**config.mk**
```make
export PLATFORM = sky130hd
export DESIGN_NAME = qasp_device_flat
export DESIGN_NICKNAME = d
export VERILOG_FILES = /design/src/rtl/qasp_pkg.sv /design/src/rtl/qasp_link_if.sv /design/src/rtl/qasp_uart_core.sv /design/src/rtl/qasp_device.sv /design/src/flat_wrapper.sv
export VERILOG_INCLUDE_DIRS = /design/src /design/src/rtl
export SDC_FILE = /design/constraint.sdc
export NUM_CORES = 2
export LEC_CHECK = 0
export BUFFER_PORTS_ARGS = -buffer_cell sky130_fd_sc_hd__buf_4
export CAP_MARGIN = 20
export CORE_ASPECT_RATIO = 0.6
export CORE_MARGIN = 2
export CORE_UTILIZATION = 40
export CTS_CLUSTER_DIAMETER = 120
export CTS_CLUSTER_SIZE = 8
export DETAILED_ROUTE_END_ITERATION = 10
export GPL_TIMING_DRIVEN = 0
export HOLD_SLACK_MARGIN = 0.03
export PLACE_DENSITY = 0.64
export REMOVE_ABC_BUFFERS = 1
export SLEW_MARGIN = 20
export SYNTH_ARGS = -nofsm -noshare
export SYNTH_HDL_FRONTEND = slang
export SYNTH_HIERARCHICAL = 1
export SYNTH_SLANG_ARGS = --single-unit
```
**constraint.sdc**
```tcl
create_clock -name core_clk -period 3.87 [get_ports core_clk]
set_input_delay 0.774 -clock core_clk [delete_from_list [all_inputs] [get_ports core_clk]]
set_output_delay 0.774 -clock core_clk [all_outputs]
set_load 0.01 [all_outputs]
```
**src/rtl/qasp_map.svh**
```systemverilog
// constants for the quad async serial ports: timing, widths, pin routing
`ifndef QASP_MAP_SVH
`define QASP_MAP_SVH
`define QASP_CLK_HZ 50000000
`define QASP_BAUD_MIN 300
`define QASP_BAUD_MAX 600000
`define QASP_OVERSAMPLE 16
`define QASP_DATA_BITS 8
`define QASP_NUM_PORTS 4
`define QASP_NUM_GPIO 16
`define QASP_GPIO_SEL_W 4
`define QASP_DIV_W 16
// divider: clocks per oversample tick
`define QASP_DIV_FOR(b) ((`QASP_CLK_HZ) / ((b) * `QASP_OVERSAMPLE))
`define QASP_DIV_DEFAULT 16'd27
`define QASP_RST_DIV 16'd27
`endif

```
**src/rtl/qasp_pkg.sv**
```systemverilog
// types shared by the serial port ends
package qasp_pkg;
  typedef enum logic [3:0] {
    QASP_IDLE = 4'b0001,
    QASP_START = 4'b0010,
    QASP_DATA = 4'b0100,
    QASP_STOP = 4'b1000
  } qasp_state_e;
  typedef logic [7:0] qasp_byte_t;
endpackage

```
**src/rtl/qasp_link_if.sv**
```systemverilog
// serial lines between device ports and the attached party
interface qasp_link_if;
  logic dedicatedTxd;
  logic dedicatedRxd;
  logic [15:0] gpioOut;
  logic [15:0] gpioOutEn_n;
  logic [15:0] gpioIn;
  modport device (output dedicatedTxd, input dedicatedRxd, output gpioOut, output gpioOutEn_n,
    input gpioIn);
  modport party (input dedicatedTxd, output dedicatedRxd, input gpioOut, input gpioOutEn_n,
    output gpioIn);
endinterface

```
**src/rtl/qasp_uart_core.sv**
```systemverilog
// one full-duplex 8n1 serial channel with oversampling receiver
`include "qasp_map.svh"
module qasp_uart_core (
  // clock and reset
  input wire logic core_clk,
  input wire logic sys_rst,
  // configuration
  input wire logic [15:0] baudDiv,
  // transmit request
  input wire logic txValid,
  input wire logic [7:0] txData,
  output logic txReady,
  // receive result
  output logic [7:0] rxData,
  output logic rxStrobe,
  output logic rxFrameErr,
  // serial lines
  input wire logic rxd,
  output logic txd
);
  ////////////////////////////////////////////////////////////////
  logic [15:0] tickCnt;
  logic tick;
  logic rxMeta;
  logic rxSync;
  qasp_pkg::qasp_state_e txState;
  qasp_pkg::qasp_state_e rxState;
  logic [3:0] txPhase;
  logic [2:0] txBit;
  logic [7:0] txShift;
  logic [3:0] rxPhase;
  logic [2:0] rxBit;
  logic [7:0] rxShift;
  wire divZero = (baudDiv == 16'h0000);
  wire phaseEnd = (txPhase == 4'hf);
  wire rxMid = (rxPhase == 4'h7);
  wire rxEnd = (rxPhase == 4'hf);
  assign txReady = (txState == qasp_pkg::QASP_IDLE);
  // oversample tick; divisor zero parks the channel
  always_ff @(posedge core_clk) begin
    if (sys_rst || divZero || tickCnt == 16'h0000) begin
      tickCnt <= baudDiv - 16'h0001;
    end else begin
      tickCnt <= tickCnt - 16'h0001;
    end
  end
  assign tick = !divZero && (tickCnt == 16'h0000);
  // receive pin crosses two flops before any logic sees it
  always_ff @(posedge core_clk) begin
    if (sys_rst) begin
      rxMeta <= 1'b1;
      rxSync <= 1'b1;
    end else begin
      rxMeta <= rxd;
      rxSync <= rxMeta;
    end
  end
  ////////////////////////////////////////////////////////////////
  // transmitter: start 0, data lsb first, stop 1, idle high
  always_ff @(posedge core_clk) begin
    if (sys_rst) begin
      txState <= qasp_pkg::QASP_IDLE;
      txd <= 1'b1;
      txPhase <= 4'h0;
      txBit <= 3'h0;
      txShift <= 8'h00;
    end else begin
      case (txState)
        qasp_pkg::QASP_IDLE: begin
          txd <= 1'b1;
          txPhase <= 4'h0;
          if (txValid) begin
            txShift <= txData;
            txState <= qasp_pkg::QASP_START;
          end
        end
        qasp_pkg::QASP_START: begin
          if (tick) begin
            txd <= 1'b0;
            txPhase <= txPhase + 4'h1;
            if (phaseEnd) begin
              txState <= qasp_pkg::QASP_DATA;
              txBit <= 3'h0;
            end
          end
        end
        qasp_pkg::QASP_DATA: begin
          if (tick) begin
            txd <= txShift[txBit];
            txPhase <= txPhase + 4'h1;
            if (phaseEnd) begin
              txBit <= txBit + 3'h1;
              if (txBit == 3'h7) begin
                txState <= qasp_pkg::QASP_STOP;
              end
            end
          end
        end
        qasp_pkg::QASP_STOP: begin
          if (tick) begin
            txd <= 1'b1;
            txPhase <= txPhase + 4'h1;
            if (phaseEnd) begin
              txState <= qasp_pkg::QASP_IDLE;
            end
          end
        end
        default: txState <= qasp_pkg::QASP_IDLE;
      endcase
    end
  end
  ////////////////////////////////////////////////////////////////
  // receiver: falling edge, confirm at mid start, sample centres
  always_ff @(posedge core_clk) begin
    if (sys_rst) begin
      rxState <= qasp_pkg::QASP_IDLE;
      rxPhase <= 4'h0;
      rxBit <= 3'h0;
      rxShift <= 8'h00;
      rxData <= 8'h00;
      rxStrobe <= 1'b0;
      rxFrameErr <= 1'b0;
    end else begin
      rxStrobe <= 1'b0;
      case (rxState)
        qasp_pkg::QASP_IDLE: begin
          rxPhase <= 4'h0;
          if (tick && !rxSync) begin
            rxState <= qasp_pkg::QASP_START;
          end
        end
        qasp_pkg::QASP_START: begin
          if (tick) begin
            rxPhase <= rxPhase + 4'h1;
            if (rxMid && rxSync) begin
              rxState <= qasp_pkg::QASP_IDLE;
            end else if (rxEnd) begin
              rxState <= qasp_pkg::QASP_DATA;
              rxBit <= 3'h0;
            end
          end
        end
        qasp_pkg::QASP_DATA: begin
          if (tick) begin
            rxPhase <= rxPhase + 4'h1;
            if (rxMid) begin
              rxShift <= {rxSync, rxShift[7:1]};
            end
            if (rxEnd) begin
              rxBit <= rxBit + 3'h1;
              if (rxBit == 3'h7) begin
                rxState <= qasp_pkg::QASP_STOP;
              end
            end
          end
        end
        qasp_pkg::QASP_STOP: begin
          if (tick && rxMid) begin
            rxData <= rxShift;
            rxStrobe <= 1'b1;
            rxFrameErr <= !rxSync;
            rxState <= qasp_pkg::QASP_IDLE;
          end else if (tick) begin
            rxPhase <= rxPhase + 4'h1;
          end
        end
        default: rxState <= qasp_pkg::QASP_IDLE;
      endcase
    end
  end
endmodule

```
**src/rtl/qasp_device.sv**
```systemverilog
// device end: dedicated port plus three pin-routable ports
//
// Added by the designer: the address-and-strobe port and the placing of the registers.
`include "qasp_map.svh"
// Notes on behaviour
// - one fixed port, three routable ports
// - dedicated port pins are never rerouted
// - routable tx and rx each one pin
// - each port full duplex, eight bits
// - frame is 8 data, no parity, 1 stop
// - per-port baud divisor, 300 to 600K
// - single-byte mode, one character per request
// - buffered mode stores received bytes autonomously
// - start, eight data bits, then stop
// - start bit zero, stop bit one
// - data sent least significant bit first
// - only dedicated port carries download traffic
// - running application releases dedicated port
// - party crosses its tx and rx lines
// - a signal maps to one pin only
module qasp_device #(
  parameter int BUF_DEPTH = 16
) (
  // clock and reset
  input wire logic core_clk,
  input wire logic sys_rst,
  // serial link
  qasp_link_if.device link,
  // software register port
  input wire logic [4:0] regAddr,
  input wire logic [15:0] regWdata,
  input wire logic regWr,
  input wire logic regRd,
  output logic [15:0] regRdata,
  // download engine side of the dedicated port
  input wire logic appRunning,
  output logic [7:0] dlData,
  output logic dlStrobe
);
  ////////////////////////////////////////////////////////////////
  localparam int PW = $clog2(BUF_DEPTH);
  // pointer wrap logic only serves power-of-two depths
  if (BUF_DEPTH < 2 || (1 << PW) != BUF_DEPTH) begin : g_bad_depth
    $error("BUF_DEPTH must be a power of two of at least 2");
  end
  // register map: addr[4:2]=port, addr[1:0]=register
  localparam logic [1:0] REG_DATA = 2'h0;
  localparam logic [1:0] REG_STAT = 2'h1;
  localparam logic [1:0] REG_BAUD = 2'h2;
  localparam logic [1:0] REG_CTRL = 2'h3;
  logic [15:0] baudDiv [4];
  logic bufMode [4];
  logic [3:0] txPinSel [4];
  logic [3:0] rxPinSel [4];
  logic txPinEn [4];
  logic rxPinEn [4];
  logic [7:0] rxHold [4];
  logic rxAvail [4];
  logic frameErr [4];
  logic overrun [4];
  logic [7:0] bufMem [4][BUF_DEPTH];
  logic [PW:0] wrPtr [4];
  logic [PW:0] rdPtr [4];
  logic [7:0] txHold [4];
  logic txPend [4];
  logic txReady [4];
  logic [7:0] rxData [4];
  logic rxStrobe [4];
  logic rxFrameErr [4];
  logic portRxd [4];
  logic portTxd [4];
  logic [15:0] gpioSync1;
  logic [15:0] gpioSync2;
  wire [2:0] selPort = regAddr[4:2];
  wire [1:0] selReg = regAddr[1:0];
  wire addrOk = (selPort < 3'd4);
  ////////////////////////////////////////////////////////////////
  // gpio inputs pass two flops before routing
  always_ff @(posedge core_clk) begin
    if (sys_rst) begin
      gpioSync1 <= 16'hffff;
      gpioSync2 <= 16'hffff;
    end else begin
      gpioSync1 <= link.gpioIn;
      gpioSync2 <= gpioSync1;
    end
  end
  // the dedicated port is hard wired; its rx is raw so the core syncs it
  assign link.dedicatedTxd = portTxd[0];
  assign portRxd[0] = link.dedicatedRxd;
  // routed ports take one selected pin each, idle high when unrouted
  for (genvar p = 1; p < 4; p++) begin : g_rx
    assign portRxd[p] = rxPinEn[p] ? gpioSync2[rxPinSel[p]] : 1'b1;
  end
  // each pin driven by the lowest routed port; one select per signal
  always_comb begin
    link.gpioOut = 16'hffff;
    link.gpioOutEn_n = 16'hffff;
    for (int p = 3; p >= 1; p--) begin
      if (txPinEn[p]) begin
        link.gpioOut[txPinSel[p]] = portTxd[p];
        link.gpioOutEn_n[txPinSel[p]] = 1'b0;
      end
    end
  end
  ////////////////////////////////////////////////////////////////
  // four identical channels
  for (genvar p = 0; p < 4; p++) begin : g_port
    qasp_uart_core u_core (
      .core_clk(core_clk),
      .sys_rst(sys_rst),
      .baudDiv(baudDiv[p]),
      .txValid(txPend[p]),
      .txData(txHold[p]),
      .txReady(txReady[p]),
      .rxData(rxData[p]),
      .rxStrobe(rxStrobe[p]),
      .rxFrameErr(rxFrameErr[p]),
      .rxd(portRxd[p]),
      .txd(portTxd[p])
    );
  end
  // download traffic only from the dedicated port until the app runs
  wire dlOwns = !appRunning;
  assign dlData = rxData[0];
  assign dlStrobe = rxStrobe[0] && dlOwns;
  ////////////////////////////////////////////////////////////////
  // per-port register state, receive capture and buffering
  for (genvar p = 0; p < 4; p++) begin : g_regs
    wire hit = addrOk && (selPort == 3'(p));
    wire userRx = rxStrobe[p] && (p != 0 || !dlOwns);
    wire bufFull = (wrPtr[p] ^ rdPtr[p]) == {1'b1, {PW{1'b0}}};
    wire bufEmpty = (wrPtr[p] == rdPtr[p]);
    wire readData = regRd && hit && (selReg == REG_DATA);
    always_ff @(posedge core_clk) begin
      if (sys_rst) begin
        baudDiv[p] <= `QASP_RST_DIV;
        bufMode[p] <= 1'b0;
        txPinSel[p] <= 4'h0;
        rxPinSel[p] <= 4'h0;
        txPinEn[p] <= 1'b0;
        rxPinEn[p] <= 1'b0;
        txPend[p] <= 1'b0;
        txHold[p] <= 8'h00;
        rxHold[p] <= 8'h00;
        rxAvail[p] <= 1'b0;
        frameErr[p] <= 1'b0;
        overrun[p] <= 1'b0;
        wrPtr[p] <= '0;
        rdPtr[p] <= '0;
      end else begin
        if (txPend[p] && txReady[p]) begin
          txPend[p] <= 1'b0;
        end
        if (regWr && hit) begin
          case (selReg)
            REG_DATA: begin
              if (!txPend[p]) begin
                txHold[p] <= regWdata[7:0];
                txPend[p] <= 1'b1;
              end
            end
            REG_STAT: begin
              frameErr[p] <= regWdata[2] ? 1'b0 : frameErr[p];
              overrun[p] <= regWdata[3] ? 1'b0 : overrun[p];
            end
            REG_BAUD: baudDiv[p] <= regWdata;
            default: begin
              bufMode[p] <= regWdata[0];
              if (p != 0) begin
                txPinSel[p] <= regWdata[7:4];
                txPinEn[p] <= regWdata[8];
                rxPinSel[p] <= regWdata[12:9];
                rxPinEn[p] <= regWdata[13];
              end
            end
          endcase
        end
        // single-byte holding register consumed by a data read
        if (readData && !bufMode[p]) begin
          rxAvail[p] <= 1'b0;
        end
        if (readData && bufMode[p] && !bufEmpty) begin
          rdPtr[p] <= rdPtr[p] + 1'b1;
        end
        // set wins over software clear
        if (userRx) begin
          if (rxFrameErr[p]) begin
            frameErr[p] <= 1'b1;
          end
          if (bufMode[p]) begin
            if (!bufFull) begin
              bufMem[p][wrPtr[p][PW-1:0]] <= rxData[p];
              wrPtr[p] <= wrPtr[p] + 1'b1;
            end else begin
              overrun[p] <= 1'b1;
            end
          end else begin
            rxHold[p] <= rxData[p];
            rxAvail[p] <= 1'b1;
            if (rxAvail[p] && !readData) begin
              overrun[p] <= 1'b1;
            end
          end
        end
      end
    end
  end
  ////////////////////////////////////////////////////////////////
  // read data one cycle after the strobe
  logic [PW:0] rp;
  logic [PW:0] wp;
  always_comb begin
    rp = rdPtr[selPort[1:0]];
    wp = wrPtr[selPort[1:0]];
  end
  wire bufHas = (rp != wp);
  wire curMode = bufMode[selPort[1:0]];
  wire haveByte = curMode ? bufHas : rxAvail[selPort[1:0]];
  wire [7:0] curByte = curMode ? bufMem[selPort[1:0]][rp[PW-1:0]] : rxHold[selPort[1:0]];
  wire [15:0] statWord = {12'h000, overrun[selPort[1:0]], frameErr[selPort[1:0]],
    haveByte, !txPend[selPort[1:0]]};
  wire [15:0] ctrlWord = {2'b00, rxPinEn[selPort[1:0]], rxPinSel[selPort[1:0]],
    txPinEn[selPort[1:0]], txPinSel[selPort[1:0]], 3'b000, curMode};
  always_ff @(posedge core_clk) begin
    if (sys_rst || !regRd || !addrOk) begin
      regRdata <= 16'h0000;
    end else begin
      case (selReg)
        REG_DATA: regRdata <= {8'h00, curByte};
        REG_STAT: regRdata <= statWord;
        REG_BAUD: regRdata <= baudDiv[selPort[1:0]];
        default: regRdata <= ctrlWord;
      endcase
    end
  end
endmodule

```
**src/flat_wrapper.sv**
```systemverilog
// flat-port wrapper written by rule: the top's interface ports become plain ports
module qasp_device_flat 
#(
  parameter int BUF_DEPTH = 16
)
  (core_clk, sys_rst, regAddr, regWdata, regWr, regRd, regRdata, appRunning, dlData, dlStrobe, link_dedicatedTxd, link_dedicatedRxd, link_gpioOut, link_gpioOutEn_n, link_gpioIn);
  qasp_link_if link_i ();
  input wire logic core_clk;
  input wire logic sys_rst;
  input wire logic [4:0] regAddr;
  input wire logic [15:0] regWdata;
  input wire logic regWr;
  input wire logic regRd;
  output logic [15:0] regRdata;
  input wire logic appRunning;
  output logic [7:0] dlData;
  output logic dlStrobe;
  output wire logic [$bits(link_i.dedicatedTxd)-1:0] link_dedicatedTxd;
  input wire logic [$bits(link_i.dedicatedRxd)-1:0] link_dedicatedRxd;
  output wire logic [$bits(link_i.gpioOut)-1:0] link_gpioOut;
  output wire logic [$bits(link_i.gpioOutEn_n)-1:0] link_gpioOutEn_n;
  input wire logic [$bits(link_i.gpioIn)-1:0] link_gpioIn;
  assign link_dedicatedTxd = link_i.dedicatedTxd;
  assign link_i.dedicatedRxd = link_dedicatedRxd;
  assign link_gpioOut = link_i.gpioOut;
  assign link_gpioOutEn_n = link_i.gpioOutEn_n;
  assign link_i.gpioIn = link_gpioIn;
  qasp_device #(.BUF_DEPTH(BUF_DEPTH)) u_core (.core_clk(core_clk), .sys_rst(sys_rst), .link(link_i), .regAddr(regAddr), .regWdata(regWdata), .regWr(regWr), .regRd(regRd), .regRdata(regRdata), .appRunning(appRunning), .dlData(dlData), .dlStrobe(dlStrobe));
endmodule
```
# Yosys cells after proc, flatten, opt, wreduce, memory -nomap -nowiden
# Memories as Yosys holds them, arrays and structs flattened. A register that Yosys moved wholly into a read port is not among the register bits.
# Cells that the tools add are included.
[word_totals]
input_bits = 43
word_cells = 1037
mem_count = 15
mem_bits_rw = 740
out_inout_bits = 58
ff_bits = 284
[classes]
order_cmp = 23
n_addsub = 32
bitwise = 94
eq_ne = 150
reduce_logical = 189
n_mux = 475
[mem_list]
columns = ["name", "words", "word_bits", "rd", "rd_ports_with_merged_regs", "write_ports", "line", "text"]
rows = [
  ["u_core.bufMem", 4, 128, 1, 0, 4, "qasp_device.sv:61", "logic [7:0] bufMem [4][BUF_DEPTH];"],
  ["u_core.baudDiv", 4, 16, 5, 0, 4, "qasp_device.sv:51", "logic [15:0] baudDiv [4];"],
  ["u_core.rxHold", 4, 8, 1, 0, 4, "qasp_device.sv:57", "logic [7:0] rxHold [4];"],
  ["u_core.txHold", 4, 8, 4, 4, 4, "qasp_device.sv:64", "logic [7:0] txHold [4];"],
  ["u_core.rdPtr", 4, 5, 5, 0, 4, "qasp_device.sv:63", "logic [PW:0] rdPtr [4];"],
  ["u_core.wrPtr", 4, 5, 5, 0, 4, "qasp_device.sv:62", "logic [PW:0] wrPtr [4];"],
  ["+9 memories", "-", "-", "-", "-", "-", "-", ""],
]
[op_table]
columns = ["op", "count"]
rows = [
  ["128-bit two-way mux", 4],
  ["4-bit two-way mux", 82],
  ["1-bit two-way mux", 270],
  ["16-bit two-way mux", 14],
  ["2-bit != test (second input constant)", 68],
  ["8-bit demux with 4-bit select", 4],
  ["16-bit logical NOT", 8],
  ["4-bit case mux with 4 select lines", 8],
  ["16-bit by 1-bit subtractor with 16-bit output (second input constant)", 8],
  ["8-bit two-way mux", 15],
  ["3-bit two-way mux", 36],
  ["1-bit OR", 72],
  ["4-bit == test (second input constant)", 16],
  ["1-bit logical AND", 61],
  ["4-bit by 3-bit == test with 1-bit output (second input constant)", 12],
  ["16-bit inverter", 3],
  ["16-bit case mux with 3 select lines", 1],
  ["3-bit case mux with 2 select lines", 8],
  ["4-bit case mux with 3 select lines", 4],
  ["2-bit AND reduction", 24],
  ["5-bit by 1-bit adder with 5-bit output (second input constant)", 8],
  ["5-bit two-way mux", 8],
  ["4-bit by 1-bit adder with 4-bit output (second input constant)", 8],
  ["16-bit AND", 2],
  ["46 further kinds", 219],
]

# Depth between registers and ports, before layout
[logic_depth]
word_depth = 12
depth_mapped = 11
depth_no_buf = 10

# Hierarchy
# The synthesis kept the hierarchy.
[modules_own_cells]
columns = ["mod", "area_each_um2", "cells_each", "seq_area_each_um2", "instances"]
rows = [
  ["qasp_device", 33641.0, 1999, 22881.9, 1],
  ["qasp_uart_core", 3444.6, 381, 1341.3, 4],
]

# Worst setup path after synthesis
# Ideal clock, no wire load.
[synth_timing]
path_kind = "input to register"
startpoint = "input port regAddr[2]"
endpoint = "memory u_core.baudDiv[2][0] (enable)"
cell_stages = 8
setup_ps = 411
n_path_buf = 5
required_ps = 3459
arrival_ps = 2943
slack_ps = 516
cell_sequence = "buf_6 buf_12 buf_12 buf_6 buf_8 nor2_1 nand2_1 o21ai_0"
[synth_rtl]
columns = ["item", "line", "text"]
rows = [
  ["start: declaration", "flat_wrapper.sv:10", "input wire logic [4:0] regAddr;"],
  ["end: declaration", "qasp_device.sv:51", ""],
]

# Final worst setup path
[layout_timing]
startpoint = "register u_core.g_port[2].u_core.txd"
endpoint = "output port link_gpioOut[12]"
[layout_via]
elab_chain_len = 4
[layout_rtl]
columns = ["item", "line", "text"]
rows = [
  ["start: declaration", "qasp_uart_core.sv:19", "output logic txd"],
  ["start signal: assignment", "qasp_uart_core.sv:89", "txd <= txShift[txBit];"],
  ["16-bit bitwise mux (*)", "qasp_device.sv:101", "link.gpioOut[txPinSel[p]] = portTxd[p];"],
  ["16-bit two-way mux (*)", "qasp_device.sv:100", "if (txPinEn[p]) begin"],
  ["16-bit bitwise mux", "qasp_device.sv:101", ""],
  ["16-bit two-way mux (*)", "qasp_device.sv:100", ""],
  ["end: declaration", "flat_wrapper.sv:20", "output wire logic [$bits(link_i.gpioOut)-1:0] link_gpioOut;"],
]
# Mark *: on every way between the ends. The rest lies on a longest branch, timed or not.

==> flow_summary.toml <==
[pwr]
p_per_area_nw_per_um2 = 482
finalPower_mw = 26.1
peakVddDrop_mv = 0.405
p_leak_nw = 18.4

[logic_synthesis]
ys_warn_count = 6
synth_most_common_cell = "edfxtp_1"
ys_async_sr_fraction_pct = 0
synth_ff_type = "edfxtp_1"
yosysUniqueCellTypes = 81
synth_commonest_cells = "edfxtp_1 (730), dfxtp_1 (316), nor2_1 (296)"
synth_seq_cells = 1046
syn_area_per_cell_um2 = 13.5
synth-edff-count = 730
synth_area_leader_cell = "edfxtp_1"
syn_area_um2 = 47400
ys_seq_area_share_pct = 59.6
yosysTopAreaCellShare_pct = 46.2
synth_area_leaders = "edfxtp_1 (46%), dfxtp_1 (13%), mux4_2 (8.9%)"
syn_inst = 3523

[placement]
port_buffers = 100
place.detailed.hpwl_um = 92300
place_congestion = 0.917
placed_cells = 5059
place_area_um2 = 49800

[routing]
firstDrtPassIters = 6
vias = 31501
drtIter0Drc = 4630
drt-total-wl_um = 139000
via_per_inst = 5.96
wl_met1_um = 63500
dr_wl_met2_um = 52900
drc_errors = 0
dr_wl_met3_um = 19900
route.detailed.wl_per_inst_um = 26.4
routed.top_layer = "met4"
postRouteAntennaNets = 0

[floorplanning]
die_area_um2 = 121000
io_pins = 101
core_um2 = 117000
die_h_um = 271
start_util_pct = 40.5
rows = 97
die_x_um = 449

[clock_tree]
clk_latency_ps = 760
cts.path.max_buffers = 3
cts_tree = "done"
cts-buffers-inserted = 148
clk_pin_slew_ps = 50
cts_root_buf = "clkbuf_16"
cts.sinks = 1046
cts_max_level = 4

[setup_path]
r2r_cells = 10
crit_type = "reg2out"
worstReg2RegEnd = "u_core/g_port[1].u_core/tickCnt[8]"
reg2reg_from = "u_core/baudDiv[1][11]"
cpPeakStageDelay_ps = 1070
arrival_ps = 3050
cp.required_ps = 3100
path_cells = "mux2i_1 > o21ai_0 > buf_4"
reg2reg_slack_ps = 220
critPathSlowestCell = "dfxtp_1"
start_kind = "flop"
end_kind = "output port"
crit_fanout = 17

[hold_path]
whs_path_depth = 2
hp-start = "link_dedicatedRxd"
hold_path.class = "in2reg"
holdPathEnd = "u_core/g_port[0].u_core/rxMeta"

[sta]
fin_crit_sh_pct = 98.9
maxSlewViolCount = 0
finClkSkew_ps = 31.9
max_slew.worst_pin.slew_ps = 1260
slew-limit-headroom_pct = 15.9
hold_viol = 0
finalCriticalPeriod_ps = 3830
fmax_mhz = 261
final.setup.tns_ps = 0
setup_violations = 0

[cells_and_area]
layout.nets = 3725
syn2layout_area_growth_pct = 14.3
fin_area_um2 = 54200
drive_gt1_share_pct = 19.0
final_cells = 5283

[outcome]
outcome = "complete, no violations"

[grt]
globalRouteOverflowTotal = 0
grt_pass1_wl_um = 203000
antenna_found_initial = 17
grt_pass1_vias = 29554
grt_max_degree = 119
track_usage_pct = 22.5

[run]
cap_violations = 0
[through the flow]
step / hold WS (ps) / setup WS (ps) / utilization, %
after global routing: 200 / -19.5 / 46.3
final: 210 / 44.1 / 46.3
after detailed placement: 393 / -1100 / 42.6
after floorplan: 389 / 594 / -
after global placement: 394 / -4030 / 42.0
after CTS: 160 / 20.9 / 46.1
[state kept, by name, summed over array words and instances, names as in the netlist, 16 cells and up]
register,count
u_core/baudDiv,64
u_core/g_port.u_core/rxPhase,16
u_core/g_port.u_core/txShift,32
u_core/g_port.u_core/tickCnt,64
u_core/rxHold,32
u_core/bufMem,512
u_core/g_port.u_core/txState,16
u_core/gpioSync1,16
u_core/g_port.u_core/txPhase,16
u_core/g_port.u_core/rxData,32
u_core/gpioSync2,16
u_core/wrPtr,20
u_core/g_port.u_core/rxState,16
u_core/g_port.u_core/rxShift,32
u_core/txHold,32
u_core/rdPtr,20
u_core/regRdata,16
[cell usage in the layout (no fill, tap or decap), types with 24 or more instances in the layout]
| cell | instances |
|---|---|
| edfxtp_1 | 730 |
| nor2_1 | 295 |
| dfxtp_1 | 291 |
| mux2i_1 | 187 |
| mux4_2 | 186 |
| nand2_1 | 171 |
| clkbuf_16 | 153 |
| and2_1 | 145 |
| nand3_1 | 119 |
| buf_4 | 108 |
| and3_1 | 100 |
| a21oi_1 | 99 |
| nor3_1 | 90 |
| xor2_1 | 81 |
| o21ai_0 | 78 |
| xnor2_1 | 72 |
| nand2b_1 | 57 |
| clkbuf_1 | 50 |
| ha_1 | 48 |
| or2_2 | 43 |
| inv_1 | 38 |
| nor2b_1 | 29 |
| nor4_1 | 26 |
| nor4b_1 | 26 |
| dfxtp_2 | 25 |
| a22oi_1 | 24 |
| or4b_2 | 24 |
[layer usage]
layer	vias to the layer above	global-route usage (%)
li1	13655	-
met1	15795	36.3
met2	1864	28.1
met3	187	6.80
met4	0	6.27
met5	-	0
[where the power goes]
group	leakage, nW	internal (mW)	switching, mW	total [mW]
Combinational	6.92	0.737	1.01	1.75
Sequential	9.47	12.2	0.381	12.5
Clock	2.00	7.10	4.73	11.8
Total	18.4	20.0	6.12	26.1
[worst max-delay path, delay by kind of cell, from the launching register on]
kind | cells | cell delay [ps]
compound gates | 1 | 770
buf+inv | 1 | 250
mux | 1 | 180
flops | 1 | 1070
[timing repair]
| action | in CTS | in global routing |
|---|---|---|
| hold endpoints to repair | 0 | 0 |
| buffers inserted | 3 | 2 |
| setup endpoints to repair | 20 | 78 |
| cloned | 1 | 3 |
| hold buffers | 0 | 0 |
| gates resized for setup | 6 | 13 |
| pin swaps | 0 | 5 |
[layout make-up]
type	count	area, µm²
Fill cell	10187	62900
Sequential cell	1046	28300
Multi-Input combinational cell	2258	18400
Clock buffer	203	4010
Tap cell	1584	1980
Timing Repair Buffer	140	1280
Inverter	40	151
Clock inverter	10	121
Antenna cell	2	5.00
[how the worst max path moves through the flow]
stage / from / to / slack [ps] / cells past startpoint
after floorplan: u_core/baudDiv[0][9] / u_core/g_port[0].u_core/tickCnt[10] / 590 / 10
after global placement: regAddr[2] / u_core/regRdata[3] / -4030 / 7
after detailed placement: sys_rst / u_core/g_port[2].u_core/tickCnt[8] / -1100 / 12
after CTS: sys_rst / u_core/g_port[3].u_core/tickCnt[10] / 20 / 12
after global routing: u_core/baudDiv[1][11] / u_core/g_port[1].u_core/tickCnt[8] / -20 / 10
final: u_core/g_port[2].u_core/txd / link_gpioOut[12] / 40 / 3
[logic make-up after synthesis]
family	Yosys count	share of synthesized area, %
simple gates	1285	15.4
flops	1046	59.6
mux	398	13.5
compound gates	371	5.16
buf+inv	222	2.29
xor+xnor	153	2.83
fa+ha+maj	48	1.27
Power figures use the tool's default switching activity.
